--- config.mk ---
export PLATFORM = sky130hd
export DESIGN_NAME = mas_serial_core
export DESIGN_NICKNAME = d
export VERILOG_FILES = /design/src/core/mas_pkg.sv /design/src/core/mas_core_div.sv /design/src/core/mas_serial_core.sv
export VERILOG_INCLUDE_DIRS = /design/src /design/src/core
export SDC_FILE = /design/constraint.sdc
export NUM_CORES = 1
export LEC_CHECK = 0
export ABC_AREA = 1
export BUFFER_PORTS_ARGS = -buffer_cell sky130_fd_sc_hd__buf_2
export CORE_MARGIN = 3
export CORE_UTILIZATION = 59
export CTS_CLUSTER_DIAMETER = 150
export DETAILED_ROUTE_END_ITERATION = 7
export GPL_TIMING_DRIVEN = 0
export MAX_ROUTING_LAYER = met4
export PLACE_DENSITY = 0.78
export SLEW_MARGIN = 20
export SYNTH_ARGS = -nofsm -noshare
export SYNTH_HDL_FRONTEND = slang
export SYNTH_SLANG_ARGS = --single-unit
--- constraint.sdc ---
create_clock -name clk -period 6.05 [get_ports clk]
set_input_delay 0.3025 -clock clk [delete_from_list [all_inputs] [get_ports clk]]
set_output_delay 0.3025 -clock clk [all_outputs]
set_load 0.1 [all_outputs]
--- src/core/mas_regs.svh ---
// register offsets, field positions, reset values and timing counts
// assumes inclusion by the core and its divider
`ifndef MAS_REGS_SVH
`define MAS_REGS_SVH

// ==========================================================
// register indices; byte address is four times the index
`define MAS_IDX_FMT 6'h04
`define MAS_IDX_CMP 6'h05
`define MAS_IDX_CLK 6'h06
`define MAS_IDX_ADD 6'h07
`define MAS_IDX_STAT 6'h08

// ==========================================================
// serial_port_format_control fields
`define MAS_FMT_DUP_BIT 9
`define MAS_FMT_BINV_BIT 8
`define MAS_FMT_SPOL_BIT 7
`define MAS_FMT_WL_HI 6
`define MAS_FMT_WL_LO 5
`define MAS_FMT_SEL_HI 4
`define MAS_FMT_SEL_LO 3
`define MAS_FMT_SWAP_BIT 1
`define MAS_FMT_RESET 10'h050

// companding_control fields
`define MAS_CMP_BYTE_BIT 5
`define MAS_CMP_RESET 9'h000

// clock_generation_control fields
`define MAS_CLK_SRC_BIT 8
`define MAS_CLK_CDIV_HI 7
`define MAS_CLK_CDIV_LO 5
`define MAS_CLK_BDIV_HI 4
`define MAS_CLK_BDIV_LO 2
`define MAS_CLK_MS_BIT 0
`define MAS_CLK_RESET 9'h140

// additional_control fields
`define MAS_ADD_RATE_HI 3
`define MAS_ADD_RATE_LO 1
`define MAS_ADD_RESET 9'h000

// ==========================================================
// core clock edges per frame half at 256fs
`define MAS_HALF_FRAME_EDGES 9'h100
`define MAS_RATE_LAST 3'h5

`endif

--- src/core/mas_pkg.sv ---
// types shared by the core and its divider
// assumes nothing beyond the register header
package mas_pkg;

    // ==========================================================
    // data formats
    typedef enum logic [1:0] {
        MAS_FMT_RJ,
        MAS_FMT_LJ,
        MAS_FMT_I2S,
        MAS_FMT_DSP
    } mas_fmt_type;

    // ==========================================================
    // divider state
    typedef struct packed {
        logic [4:0] acc;
        logic tick;
    } mas_div_state_type;

endpackage

--- src/core/mas_core_div.sv ---
// core clock selection and fractional division into edge ticks
// assumes one-cycle source ticks, one per source clock edge
`timescale 1ns/1ps
`include "mas_regs.svh"

module mas_core_div import mas_pkg::*; (
    input wire logic clk,
    input wire logic reset_n,
    input wire logic mclk_tick,
    input wire logic pll_tick,
    input wire logic src_pll,
    input wire logic [2:0] div_code,
    output logic core_tick
);

    // ==========================================================
    // ratio in half units keeps 1.5 exact
    function automatic logic [4:0] half_div(input logic [2:0] code);
        case (code)
            3'h0: half_div = 5'h02;
            3'h1: half_div = 5'h03;
            3'h2: half_div = 5'h04;
            3'h3: half_div = 5'h06;
            3'h4: half_div = 5'h08;
            3'h5: half_div = 5'h0C;
            3'h6: half_div = 5'h10;
            default: half_div = 5'h18;
        endcase
    endfunction

    // ==========================================================
    // state
    mas_div_state_type s_q, s_d;
    logic src_tick;
    logic [4:0] sum;

    always_comb begin
        s_d = s_q;
        src_tick = src_pll ? pll_tick : mclk_tick;
        sum = s_q.acc + 5'h02;
        s_d.tick = 1'b0;
        if (src_tick) begin
            // 1.5 gives two ticks out of three, unevenly spaced
            if (sum >= half_div(div_code)) begin
                s_d.acc = sum - half_div(div_code);
                s_d.tick = 1'b1;
            end else begin
                s_d.acc = sum;
            end
        end
    end

    always_ff @(posedge clk or negedge reset_n) begin
        if (!reset_n) begin
            s_q <= '0;
        end else begin
            s_q <= s_d;
        end
    end

    assign core_tick = s_q.tick;

endmodule

--- src/core/mas_serial_core.sv ---
// mono adc serial port with clock generation and rate setting
// assumes classic wishbone master, pins synchronous to clk,
// and source clock ticks, one pulse per clock edge
//
// The Wishbone interface to the registers is this design's own decision.
`timescale 1ns/1ps
`include "mas_regs.svh"

module mas_serial_core import mas_pkg::*; (
    input wire logic clk,
    input wire logic reset_n,
    input wire logic [7:0] wb_adr_i,
    input wire logic [31:0] wb_dat_i,
    output logic [31:0] wb_dat_o,
    input wire logic [3:0] wb_sel_i,
    input wire logic wb_we_i,
    input wire logic wb_cyc_i,
    input wire logic wb_stb_i,
    output logic wb_ack_o,
    input wire logic master_clock_tick,
    input wire logic pll_clock_tick,
    input wire logic [31:0] adc_sample,
    output logic sample_taken,
    input wire logic bit_clock_i,
    output logic bit_clock_o,
    output logic bit_clock_oe_n,
    input wire logic word_sync_i,
    output logic word_sync_o,
    output logic word_sync_oe_n,
    output logic serial_sample_out,
    output logic [2:0] filter_rate_sel,
    output logic filter_rate_reserved
);

    // ==========================================================
    // state
    typedef struct packed {
        logic [9:0] fmt_reg;
        logic [8:0] cmp_reg;
        logic [8:0] clk_reg;
        logic [8:0] add_reg;
        logic ack;
        logic [31:0] rdat;
        logic [4:0] bdiv_cnt;
        logic [8:0] edge_cnt;
        logic mbclk;
        logic mframe;
        logic dsp_pulse;
        logic bclk_prev;
        logic frame_prev;
        logic [9:0] cnt;
        logic [9:0] half_len;
        logic right;
        logic [31:0] sample;
        logic sout;
        logic taken;
        logic [2:0] rate;
        logic rate_bad;
    } mas_core_state_type;

    mas_core_state_type s_q, s_d;

    // ==========================================================
    // helpers
    function automatic logic [5:0] word_bits(input logic [1:0] wl,
                                             input logic byte_ovr,
                                             input mas_fmt_type fmt);
        if (byte_ovr) begin
            word_bits = 6'h08;
        end else begin
            case (wl)
                2'h0: word_bits = 6'h10;
                2'h1: word_bits = 6'h14;
                2'h2: word_bits = 6'h18;
                default: word_bits = (fmt == MAS_FMT_RJ) ? 6'h18 : 6'h20;
            endcase
        end
    endfunction

    // reserved divider codes fall back to the slowest ratio
    function automatic logic [4:0] bit_half_period(input logic [2:0] code);
        case (code)
            3'h0: bit_half_period = 5'h00;
            3'h1: bit_half_period = 5'h01;
            3'h2: bit_half_period = 5'h03;
            3'h3: bit_half_period = 5'h07;
            3'h4: bit_half_period = 5'h0F;
            default: bit_half_period = 5'h1F;
        endcase
    endfunction

    // ==========================================================
    // decoded controls
    logic master;
    logic binv;
    logic spol;
    logic swap;
    logic dup;
    mas_fmt_type fmt;
    logic [5:0] wlen;
    logic core_tick;
    logic req;
    logic [5:0] idx;
    logic [31:0] rsel;

    assign master = s_q.clk_reg[`MAS_CLK_MS_BIT];
    assign binv = s_q.fmt_reg[`MAS_FMT_BINV_BIT];
    assign spol = s_q.fmt_reg[`MAS_FMT_SPOL_BIT];
    assign swap = s_q.fmt_reg[`MAS_FMT_SWAP_BIT];
    assign dup = s_q.fmt_reg[`MAS_FMT_DUP_BIT];
    assign fmt = mas_fmt_type'(s_q.fmt_reg[`MAS_FMT_SEL_HI:`MAS_FMT_SEL_LO]);
    assign wlen = word_bits(s_q.fmt_reg[`MAS_FMT_WL_HI:`MAS_FMT_WL_LO],
                            s_q.cmp_reg[`MAS_CMP_BYTE_BIT], fmt);
    assign req = wb_cyc_i & wb_stb_i;
    assign idx = wb_adr_i[7:2];

    // ==========================================================
    // core clock source and divider
    mas_core_div u_div (
        .clk(clk),
        .reset_n(reset_n),
        .mclk_tick(master_clock_tick),
        .pll_tick(pll_clock_tick),
        .src_pll(s_q.clk_reg[`MAS_CLK_SRC_BIT]),
        .div_code(s_q.clk_reg[`MAS_CLK_CDIV_HI:`MAS_CLK_CDIV_LO]),
        .core_tick(core_tick)
    );

    // ==========================================================
    // internal clock levels, slave pin polarity removed
    logic bclk;
    logic frame;
    logic fall;
    logic new_phase;
    logic [9:0] pos;
    logic [9:0] cnt_n;
    logic valid;
    logic slot_right;
    logic active;

    always_comb begin
        if (master) begin
            bclk = s_q.mbclk;
            frame = (fmt == MAS_FMT_DSP) ? s_q.dsp_pulse : s_q.mframe;
        end else begin
            bclk = bit_clock_i ^ binv;
            frame = (fmt == MAS_FMT_DSP) ? word_sync_i : (word_sync_i ^ spol);
        end
    end

    assign fall = s_q.bclk_prev & ~bclk;

    // ==========================================================
    // position of the coming bit in its phase
    always_comb begin
        if (fmt == MAS_FMT_DSP) begin
            new_phase = frame & ~s_q.frame_prev;
        end else begin
            new_phase = frame ^ s_q.frame_prev;
        end
        cnt_n = new_phase ? 10'h000 : (s_q.cnt + 10'h001);
        valid = 1'b0;
        slot_right = new_phase ? ((fmt == MAS_FMT_I2S) ? frame : ~frame) : s_q.right;
        pos = 10'h000;
        case (fmt)
            MAS_FMT_LJ: begin
                pos = cnt_n;
                valid = cnt_n < {4'h0, wlen};
            end
            MAS_FMT_I2S: begin
                pos = cnt_n - 10'h001;
                valid = (cnt_n != 10'h000) && (pos < {4'h0, wlen});
            end
            MAS_FMT_RJ: begin
                // phase length learned from the last phase
                pos = cnt_n + {4'h0, wlen} - s_q.half_len;
                valid = (cnt_n + {4'h0, wlen} >= s_q.half_len) &&
                        (cnt_n < s_q.half_len);
            end
            MAS_FMT_DSP: begin
                pos = spol ? cnt_n : (cnt_n - 10'h001);
                valid = spol || (cnt_n != 10'h000);
                slot_right = pos >= {4'h0, wlen};
                if (slot_right) begin
                    pos = pos - {4'h0, wlen};
                end
                valid = valid && (pos < {4'h0, wlen});
            end
            default: begin
                valid = 1'b0;
            end
        endcase
        active = valid && (dup || (slot_right == swap));
    end

    // ==========================================================
    // register read mux
    always_comb begin
        case (idx)
            `MAS_IDX_FMT: rsel = {22'h000000, s_q.fmt_reg};
            `MAS_IDX_CMP: rsel = {23'h000000, s_q.cmp_reg};
            `MAS_IDX_CLK: rsel = {23'h000000, s_q.clk_reg};
            `MAS_IDX_ADD: rsel = {23'h000000, s_q.add_reg};
            `MAS_IDX_STAT: rsel = {22'h000000, wlen, s_q.right, frame, bclk, master};
            default: rsel = 32'h00000000;
        endcase
    end

    // ==========================================================
    // next state
    always_comb begin
        s_d = s_q;
        s_d.taken = 1'b0;

        // bus slave: ack one cycle, write lands on the acked edge
        s_d.ack = req & ~s_q.ack;
        if (req & ~s_q.ack) begin
            s_d.rdat = rsel;
        end
        if (req & s_q.ack & wb_we_i) begin
            case (idx)
                `MAS_IDX_FMT: begin
                    if (wb_sel_i[0]) begin
                        s_d.fmt_reg[7:0] = wb_dat_i[7:0];
                    end
                    if (wb_sel_i[1]) begin
                        s_d.fmt_reg[9:8] = wb_dat_i[9:8];
                    end
                end
                `MAS_IDX_CMP: begin
                    if (wb_sel_i[0]) begin
                        s_d.cmp_reg[7:0] = wb_dat_i[7:0];
                    end
                    if (wb_sel_i[1]) begin
                        s_d.cmp_reg[8] = wb_dat_i[8];
                    end
                end
                `MAS_IDX_CLK: begin
                    if (wb_sel_i[0]) begin
                        s_d.clk_reg[7:0] = wb_dat_i[7:0];
                    end
                    if (wb_sel_i[1]) begin
                        s_d.clk_reg[8] = wb_dat_i[8];
                    end
                end
                `MAS_IDX_ADD: begin
                    if (wb_sel_i[0]) begin
                        s_d.add_reg[7:0] = wb_dat_i[7:0];
                    end
                    if (wb_sel_i[1]) begin
                        s_d.add_reg[8] = wb_dat_i[8];
                    end
                end
                default: begin
                    s_d.rdat = s_q.rdat;
                end
            endcase
        end

        // coefficient select; reserved codes flagged, never passed on
        if (s_q.add_reg[`MAS_ADD_RATE_HI:`MAS_ADD_RATE_LO] <= `MAS_RATE_LAST) begin
            s_d.rate = s_q.add_reg[`MAS_ADD_RATE_HI:`MAS_ADD_RATE_LO];
            s_d.rate_bad = 1'b0;
        end else begin
            s_d.rate_bad = 1'b1;
        end

        // master clocks on core clock edges
        if (master && core_tick) begin
            if (s_q.edge_cnt == `MAS_HALF_FRAME_EDGES - 9'h001) begin
                // frame edge restarts bit clock: last pulse may be short
                s_d.edge_cnt = 9'h000;
                s_d.mframe = ~s_q.mframe;
                s_d.mbclk = 1'b0;
                s_d.bdiv_cnt = 5'h00;
                s_d.dsp_pulse = ~s_q.mframe;
            end else begin
                s_d.edge_cnt = s_q.edge_cnt + 9'h001;
                if (s_q.bdiv_cnt >= bit_half_period(
                        s_q.clk_reg[`MAS_CLK_BDIV_HI:`MAS_CLK_BDIV_LO])) begin
                    s_d.bdiv_cnt = 5'h00;
                    s_d.mbclk = ~s_q.mbclk;
                    if (s_q.mbclk) begin
                        s_d.dsp_pulse = 1'b0;
                    end
                end else begin
                    s_d.bdiv_cnt = s_q.bdiv_cnt + 5'h01;
                end
            end
        end
        if (!master) begin
            s_d.edge_cnt = 9'h000;
            s_d.bdiv_cnt = 5'h00;
            s_d.mbclk = 1'b0;
            s_d.mframe = 1'b0;
            s_d.dsp_pulse = 1'b0;
        end

        // data moves on falls so rises see it stable
        s_d.bclk_prev = bclk;
        if (fall) begin
            s_d.frame_prev = frame;
            s_d.cnt = cnt_n;
            if (new_phase) begin
                s_d.half_len = s_q.cnt + 10'h001;
                s_d.right = (fmt == MAS_FMT_I2S) ? frame :
                            ((fmt == MAS_FMT_DSP) ? 1'b0 : ~frame);
                // one sample per frame, taken at the left phase start
                if ((fmt == MAS_FMT_DSP) ||
                    ((fmt == MAS_FMT_I2S) ? ~frame : frame)) begin
                    s_d.sample = adc_sample;
                    s_d.taken = 1'b1;
                end
            end
            if (active) begin
                s_d.sout = (new_phase && (fmt != MAS_FMT_DSP || s_d.taken)) ?
                           adc_sample[5'h1F - pos[4:0]] :
                           s_q.sample[5'h1F - pos[4:0]];
            end else begin
                s_d.sout = 1'b0;
            end
        end
    end

    always_ff @(posedge clk or negedge reset_n) begin
        if (!reset_n) begin
            s_q <= '0;
            s_q.fmt_reg <= `MAS_FMT_RESET;
            s_q.cmp_reg <= `MAS_CMP_RESET;
            s_q.clk_reg <= `MAS_CLK_RESET;
            s_q.add_reg <= `MAS_ADD_RESET;
        end else begin
            s_q <= s_d;
        end
    end

    // ==========================================================
    // outputs
    assign wb_ack_o = s_q.ack;
    assign wb_dat_o = s_q.rdat;
    assign sample_taken = s_q.taken;
    assign serial_sample_out = s_q.sout;
    assign filter_rate_sel = s_q.rate;
    assign filter_rate_reserved = s_q.rate_bad;
    assign bit_clock_o = s_q.mbclk ^ binv;
    assign word_sync_o = (fmt == MAS_FMT_DSP) ? s_q.dsp_pulse : (s_q.mframe ^ spol);
    assign bit_clock_oe_n = ~master;
    assign word_sync_oe_n = ~master;

endmodule

Word level (Yosys, flattened, before mapping)
Index checks and enable logic that the tools add are counted.
W data, S select, Z words.
{"block": "word_totals", "regBits": 154, "input_bits": 85, "output_inout_bits": 43, "word_cells": 178}
{"block": "classes", "muxes": 56, "reduce_logical": 29, "n_addsub": 10, "magnitude_cmp": 10, "n_eq_ne": 28, "bitwise_logic": 18}
{"cell": "$mux W32", "count": 3}
{"cell": "$pmux W10 S5", "count": 1}
{"cell": "$mux W10", "count": 4}
{"cell": "$mux W5", "count": 7}
{"cell": "$pmux W5 S7", "count": 1}
{"cell": "$mux W17", "count": 2}
{"cell": "$lt A10 B6 Y1", "count": 3}
{"cell": "$reduce_and A3 Y1", "count": 10}
{"cell": "$mux W1", "count": 29}
{"cell": "$pmux W5 S5", "count": 1}
{"cell": "$eq A6 B3 Y1 const B", "count": 4}
{"cell": "$pmux W5 S4", "count": 1}
{"cell": "$pmux W6 S3", "count": 1}
{"cell": "$mux W15", "count": 1}
{"cell": "$eq A3 B2 Y1 const B", "count": 4}
{"cell": "$eq A3 B3 Y1 const B", "count": 4}
{"cell": "$mux W6", "count": 2}
{"cell": "$add A10 B1 Y10 const B", "count": 1}
{"cell": "$add A10 B6 Y10", "count": 1}
{"cell": "$bmux W1 S5", "count": 2}
{"cell": "$ge A10 B10 Y1", "count": 1}
{"cell": "$ge A10 B6 Y1", "count": 1}
{"cell": "$ge A5 B5 Y1", "count": 2}
{"cell": "$lt A10 B10 Y1", "count": 1}
{"cell": "other kinds (30)", "count": 64}

Logic depth before layout (Yosys ltp)
Gate-level depths: netlist of run 1.
{"block": "depth", "word_depth": 17, "mapped_depth": 37, "depth_no_buf": 35}

By module
From an unflattened synthesis of run 1, not the netlist that was laid out.
{"block": "hier_totals", "cells_unflattened": 1232, "hier_area_um2": 9162.5}
{"mod": "mas_serial_core", "n_inst": 1, "area_each_um2": 8526.9, "seq_area_each_um2": 3158.0, "cells_per_inst": 1137}
{"mod": "mas_core_div", "n_inst": 1, "area_each_um2": 635.6, "seq_area_each_um2": 150.1, "cells_per_inst": 95}

Worst setup path before layout of run 1
No wires, ideal clock.
{"block": "synth_timing", "kind": "flip-flop to flip-flop", "start": "register s_q (netlist bit master)", "end": "register s_q (netlist bit serial_sample_out)", "n_path_buf": 1, "required_ns": 5.982, "setup_ns": 0.068, "period_less_slack_ns": 5.165, "path_stages_with_launch": 34, "arrival_time_ns": 5.097, "slack_ns": 0.885, "cell_sequence": "dfrtp_1 > clkbuf_1 > inv_1 > nand2_1 > nand2_1 > inv_1 > ha_1 > inv_1 > nand2_1 > nand3_2 > ha_1 > xnor2_1 > nand2_1 > o21ai_0 > inv_1 > ha_1 > fa_1 > o31ai_1 > inv_1 > nand3_2 > nor2_4 > nand2_4 > nor2_1 > a21oi_1 > ha_1 > a21oi_1 > nand3_1 > a21oi_1 > nand2_1 > nand3_1 > nand2_1 > inv_1 > nand3_1 > nand2_1"}
{"block": "synth_between", "elab_chain_cells": 15, "elab_cells_between_ends": 49, "classes_between": "add/sub (5); order compare (6); eq/ne (1); mux (22); bitwise (5); reduce/logical (10)"}
{"element": "from (decl)", "line_no": "mas_serial_core.sv:61", "rtl": "mas_core_state_type s_q, s_d;"}
{"element": "$mux W1 (*)", "line_no": "mas_serial_core.sv:142", "rtl": "if (master) begin"}
{"element": "via frame", "line_no": "mas_serial_core.sv:132", "rtl": "logic frame;"}
{"element": "$xor A1 B1 Y1 / $and A1 B1 Y1 (equally long branches)", "line_no": "mas_serial_core.sv:159, mas_serial_core.sv:157"}
{"element": "$mux W1", "line_no": "mas_serial_core.sv:156", "rtl": "if (fmt == MAS_FMT_DSP) begin"}
{"element": "$mux W10", "line_no": "mas_serial_core.sv:161", "rtl": "cnt_n = new_phase ? 10'h000 : (s_q.cnt + 10'h001);"}
{"element": "$sub A10 B1 Y10", "line_no": "mas_serial_core.sv:171, mas_serial_core.sv:181"}
{"element": "$mux W10", "line_no": "mas_serial_core.sv:181", "rtl": "pos = spol ? cnt_n : (cnt_n - 10'h001);"}
{"element": "$sub A10 B6 Y10 / $ge A10 B6 Y1 (equally long branches)", "line_no": "mas_serial_core.sv:185, mas_serial_core.sv:183"}
{"element": "$mux W10", "line_no": "mas_serial_core.sv:184", "rtl": "if (slot_right) begin"}
{"element": "$mux W10", "line_no": "mas_serial_core.sv:165", "rtl": "case (fmt)"}
{"element": "$pmux W5 S4", "line_no": "mas_serial_core.sv:165"}
{"element": "$sub A5 B5 Y5", "line_no": "mas_serial_core.sv:317, mas_serial_core.sv:318"}
{"element": "$bmux W1 S5, on equally long branches", "line_no": "mas_serial_core.sv:318, mas_serial_core.sv:317"}
{"element": "$mux W1, on equally long branches", "line_no": "mas_serial_core.sv:318, mas_serial_core.sv:317"}
{"element": "$mux W1", "line_no": "mas_serial_core.sv:316", "rtl": "s_d.sout = (new_phase && (fmt != MAS_FMT_DSP || s_d.taken)) ?"}
{"element": "$mux W1 (*)", "line_no": "mas_serial_core.sv:315", "rtl": "if (active) begin"}
Mark *: on every way through the listed nets, which the timed path passes. The rest lies on a longest branch. The select of a mux whose other input is x is not followed.
A chain may end at the register's enable or synchronous reset.

Worst setup path in the final report of run 1
{"block": "layout_timing", "start": "register s_q (netlist bit fmt[1])", "end": "register s_q (netlist bit serial_sample_out)"}
{"block": "layout_between", "elab_chain_cells": 17, "elab_cells_between_ends": 56, "classes_between": "add/sub (5); order compare (6); eq/ne (5); mux (26); bitwise (3); reduce/logical (11)"}
{"element": "$eq A2 B2 Y1 (*)", "line_no": "mas_serial_core.sv:144, mas_serial_core.sv:147"}
{"element": "$mux W1, on equally long branches", "line_no": "mas_serial_core.sv:147, mas_serial_core.sv:144"}
{"element": "$mux W1 (*)", "line_no": "mas_serial_core.sv:142"}
{"element": "via frame", "line_no": "mas_serial_core.sv:132"}
{"element": "$xor A1 B1 Y1 / $and A1 B1 Y1 (equally long branches)", "line_no": "mas_serial_core.sv:159, mas_serial_core.sv:157"}
{"element": "$mux W1", "line_no": "mas_serial_core.sv:156"}
{"element": "$mux W10", "line_no": "mas_serial_core.sv:161"}
{"element": "$sub A10 B1 Y10", "line_no": "mas_serial_core.sv:171, mas_serial_core.sv:181"}
{"element": "[... 2 more ...]"}
{"element": "$mux W10", "line_no": "mas_serial_core.sv:184"}
{"element": "$mux W10", "line_no": "mas_serial_core.sv:165"}
{"element": "$pmux W5 S4", "line_no": "mas_serial_core.sv:165"}
{"element": "$sub A5 B5 Y5", "line_no": "mas_serial_core.sv:317, mas_serial_core.sv:318"}
{"element": "$bmux W1 S5, on equally long branches", "line_no": "mas_serial_core.sv:318, mas_serial_core.sv:317"}
{"element": "$mux W1, on equally long branches", "line_no": "mas_serial_core.sv:318, mas_serial_core.sv:317"}
{"element": "$mux W1", "line_no": "mas_serial_core.sv:316"}
{"element": "$mux W1 (*)", "line_no": "mas_serial_core.sv:315"}
Marks and branches as above.

==> metrics.cfg, run 1 <==
[setup_path]
start_kind=flop
cp_data_required_time_ps=6410
worstRegToRegCells=34
cpMaxStageDelayCell=dfstp_2
timing.rr.end=serial_sample_out
path_class=flop to flop
rr_startpoint=fmt[1]
max_stage_delay_ps=570
arrival_ps=5900
critPathCaptureType=flop
reg2reg_slack_ps=510
crit_top_cell=nand2_1
cp_max_fo=9

[sta]
period_share=0.915
finalClockSkew_ps=7.95
worstMarginPinSlew_ps=944
finalMaxSlewViolations=0
max_freq_mhz=181
setup_tns_ps=0
grt_setup_unrepaired=false
final-setup-viol-count=0
fin_ws_ps=514
fin_crit_ps=5540
hold_viol_final=0
slew_headroom=0.366

[routing]
wl_um=22700
dr.pass1.iters=6
via_count=8299
wire_per_inst_um=14.8
viasPerCell=5.43
antenna_left=0
drcViolationCount=0
drt_iter0_markers=641

[placed_design]
hpwl_um=17000
gp_congestion=0.937
io_buffers=79
dp_slack_ps=224

[synthesis]
synth_area_sq_um=9000
synth_top_area_cell=dfrtp_1
ys_types=52
synthTopCellsByArea=dfrtp_1, nand2_1, o21ai_0
synth_cells=1213
synth_area_per_cell_sq_um=7.42
ys_async_sr_fraction=1.00
ys_warn_count=0
synthFlopType=dfrtp_1
ys_seq_elements=132
seq_area_frac_synth=0.368
synth_edf_count=0
synth_top_area_frac=0.356

[layout]
largest_reg_flops=104
syn2layout_area_growth_pct=15.2
drive_gt1_frac=0.147
antenna_cells=0
final_common_cell=nand2_1
regMostFlops=s_q
final_cell_mix=nand2_1, inv_1, o21ai_0
fin_nets=1475

[clock_tree]
clockBufferDepth=2
clk_pin_slew_ps=60
cts-htree-levels=4
clock_latency_ps=430
cts_made_buffers=17
cts.sinks=132
cts_tree=yes
cts_root_buffer=clkbuf_16

[pwr]
p_leak_nw=5.45
powerDensity_nw_per_um2=367
irDropWorstVdd_mv=0.258

[grt]
grt_max_degree=93
antenna_found_initial=0
grt_overflow=0
grt_usage=0.293
grt_pass1_wl_um=38000
grt_pass1_vias=7877

[floorplan]
core_sq_um=14700
pin_count=128
initial_utilization=0.612
num_rows=44
fp.dieArea_sq_um=16800
die_h_um=129
die_x_um=129

[run]
max_cap_violations=0

[hold_path]
min_to=s_q[19]
hold_class=input port to flop
min_from=adc_sample[13]
min_path_cells=3

[run_status]
outcome=finished clean

metrics by stage:
stage                     total power [W]  cells  hold WS, ps  cell area (sq um)  utilization
after global placement            0.00268   1497          455               9700        0.660
after global routing              0.00409   1529         85.0              10400        0.705
after CTS                         0.00379   1530         70.2              10400        0.705
after floorplan                   0.00234   1234         6.91               9080            -
after detailed placement          0.00271   1498          210               9740        0.663
final                             0.00381   1529         83.8              10400        0.705
where the power goes:
group	internal [W]	switching, W	total (W)	leakage [nW]
registers	0.000990	0.0000697	0.00106	1.75
logic	0.000598	0.00108	0.00168	3.40
clock network	0.000669	0.000400	0.00107	0.289
cell usage after synthesis (all sizes together) (2+ instances only):
library cell	count
nand2	323
a31oi	7
inv	161
o2111ai	2
buf	45
clkbuf	25
o21a	2
o31ai	2
a22oi	5
o22ai	3
ha	53
xor2	19
nand4	19
o21bai	3
o211ai	7
a221oi	6
clkinv	3
xnor2	7
nand3	82
nor3	10
a21o	3
fa	4
o221ai	2
dfstp	4
a211oi	5
a21oi	51
dfrtp	128
o21ai	138
and2	2
nor2	80
or2	2
area by class of cell:
type	count	area [sq um]
timing repair buffer	81	443
clock buffer	20	457
sequential	132	3310
clock inverter	11	153
buffer	69	420
fill	1233	4330
multi-input combinational	868	4740
inverter	164	616
tap	184	230
worst max-delay path, delay by kind of cell (launching register included):
kind / cells / cell delay, ps
compound gates: 5 / 880
xor+xnor: 2 / 390
fa+ha+maj: 5 / 1540
buf+inv: 5 / 390
flops: 1 / 570
simple gates: 17 / 1700
layer usage:
metal | track usage | wire length, um | vias to the layer above
li1 | - | - | 4156
met1 | 0.401 | 10500 | 3842
met2 | 0.452 | 10400 | 266
met3 | 0.0462 | 1400 | 35
met4 | 0.0911 | 408 | 0
met5 | - | 0 | -
kinds of logic after synthesis:
kind of cell | Yosys count | share of synthesized area
simple gates | 521 | 0.258
compound gates | 241 | 0.150
buf+inv | 234 | 0.116
flops | 132 | 0.368
fa+ha+maj | 57 | 0.0826
xor+xnor | 26 | 0.0253
other cells | 1 | 0.000417
mux | 1 | 0.00125
what timing repair did:
item	CTS	global route
hold buffers	1	0
gates resized for setup	0	4
setup endpoints to repair	0	1
buffers inserted	0	0
endpoints found under the hold margin	40	0
how the worst max path moves through the flow:
| stage | endpoint | start | cells after the start | slack (ps) |
|---|---|---|---|---|
| after floorplan | serial_sample_out | master | 33 | 890 |
| after global placement | serial_sample_out | s_q[145] | 34 | 290 |
| after detailed placement | serial_sample_out | s_q[145] | 34 | 220 |
| after CTS | serial_sample_out | s_q[145] | 34 | 180 |
| after global routing | serial_sample_out | fmt[1] | 34 | 30 |
| final | serial_sample_out | fmt[1] | 34 | 510 |
No activity file was read; power rests on OpenSTA's default activity.
==> run 2, diff against run 1 <==
- CELL_PAD_IN_SITES_DETAIL_PLACEMENT: unset -> 1
- CELL_PAD_IN_SITES_GLOBAL_PLACEMENT: unset -> 2
- CORE_UTILIZATION: 59 -> 33
- PLACE_DENSITY: 0.78 -> 0.76
==> run 2 against run 1 <==
  * Sequential share of layout area decreased by 0.73 points
  * Critical path depth unchanged
  * Sequential cell count unchanged
  * Setup slack improved by 16 ps
  * Via count decreased by 0.23%
  * Core utilization decreased by 30 points
  * Cell count increased by 9.9%
  * Hold slack got worse by 3.0 ps
  * First-iteration DRC count decreased by 36%
  * Critical endpoint unchanged
  * Clock power increased by 6%
  * Design area increased by 2.3%
==> metrics.cfg, run 2 (synthesized netlist as in run 1, its figures left out) <==
[setup_path]
critPathTopFamily=simple AND/OR/NAND/NOR gates
crit_cells=34
arrival_ps=5880
max_stage_delay_ps=570
cp_num_buf_inv=5
crit_top_cell=nand2_1
cpMaxStageDelayCell=dfstp_2
critPathCaptureType=flop
path_class=flop to flop
cp_max_fo=9
cp_data_required_time_ps=6410
start_kind=flop
worstRegToRegCells=34

[floorplan]
pin_count=128
core_sq_um=26400
die_h_um=171
die_x_um=171
num_rows=59
fp.dieArea_sq_um=29300
initial_utilization=0.340

[placed_design]
io_buffers=79
hpwl_um=21700
gp_congestion=0.836

[routing]
dr.pass1.iters=5
drcViolationCount=0
drt_iter0_markers=409
wl_um=28200
antenna_left=0
via_count=8280
viasPerCell=4.93
wire_per_inst_um=16.8

[clock_tree]
cts-htree-levels=4
cts_tree=yes
cts.sinks=132
postCtsSetupBuffers=0
clock_latency_ps=430
clockBufferDepth=2
cts_root_buffer=clkbuf_16
cts_made_buffers=17
clk_pin_slew_ps=70

[pwr]
powerDensity_nw_per_um2=373
irDropWorstVdd_mv=0.182
p_leak_nw=5.46

[layout]
drive_gt1_frac=0.152
finish.utilization=0.402
fin_nets=1475
final_common_cell=nand2_1
ff_latch_area_sq_um=3310
antenna_cells=0
nFillCells=3334
multi_input_area_sq_um=4770
largest_reg_flops=104
syn2layout_area_growth_pct=17.9
regMostFlops=s_q
final_cell_mix=nand2_1, inv_1, o21ai_0

[sta]
fin_crit_ps=5520
worstMarginPinSlew_ps=977
finalClockSkew_ps=15.7
period_share=0.912
slew_headroom=0.343
finalMaxSlewViolations=0
hold_viol_final=0
grt_setup_unrepaired=false
final-setup-viol-count=0
setup_tns_ps=0
max_freq_mhz=181

[grt]
antenna_found_initial=0
grt_overflow=0
grt_max_degree=90
grt_pass1_vias=8413
grt_usage=0.206
grt_pass1_wl_um=45900

[run_status]
outcome=finished clean

[run]
max_cap_violations=0

[hold_path]
hold_class=input port to flop
min_path_cells=3

run 2: timing repair:
action                                  4_1_cts  5_1_grt
endpoints found under the hold margin        42        0
pin swaps                                     0        1
resized for setup                             0       12
gates cloned                                  0        0
hold buffers                                  1        0
endpoints found under the setup margin        1        1
run 2: area by class of cell:
cell class,count,share of cell area
Clock inverter,14,0.0182
Clock buffer,18,0.0414
Buffer,69,0.0396
Multi-Input combinational cell,868,0.449
Timing Repair Buffer,81,0.0417
Tap cell,335,0.0395
Inverter,164,0.0584
Sequential cell,132,0.312
run 2: metrics by stage:
step,total power (W),area [sq um],setup WS [ps],instances,hold WS (ps)
after floorplan,0.00234,9080,885,1234,6.91
after global placement,0.00280,9890,-39.4,1648,458
after detailed placement,0.00283,9930,-55.3,1649,231
after CTS,0.00399,10600,38.0,1681,62.9
after global routing,0.00429,10600,53.9,1681,78.7
final,0.00396,10600,530,1681,80.8
run 2: final timing paths:
check                                       start                 to  slack, ps
worst max-delay path                       fmt[1]  serial_sample_out        530
worst min-delay path               adc_sample[15]            s_q[21]         80
worst max register to register             fmt[1]  serial_sample_out        530
worst min register to register  serial_sample_out  serial_sample_out        470
max in group asynchronous                 reset_n           s_q[145]       4880
min in group asynchronous                 reset_n        wb_dat_o[1]        350
run 2: report_power, final:
group	leakage (nW)	internal (W)	total, W	switching, W
logic	3.40	0.000603	0.00177	0.00117
registers	1.75	0.000988	0.00106	0.0000676
clock network	0.311	0.000674	0.00113	0.000456
total	5.46	0.00227	0.00396	0.00169
run 2: layer usage:
metal	wire length [um]	vias up	track usage
li1	-	4155	-
met1	14300	3983	0.291
met2	12900	125	0.319
met3	773	17	0.0270
met4	246	0	0.0416
met5	0	-	-
run 2: worst register-to-register path, delay by kind of cell, from the launching register on:
family,cells,cell delay (ps)
AO/OA/AOI/OAI,5,880
XOR/XNOR,2,360
adder cells (fa/ha/maj),5,1530
buffers and inverters,5,400
flip-flops,1,570
AND/OR/NAND/NOR,17,1730
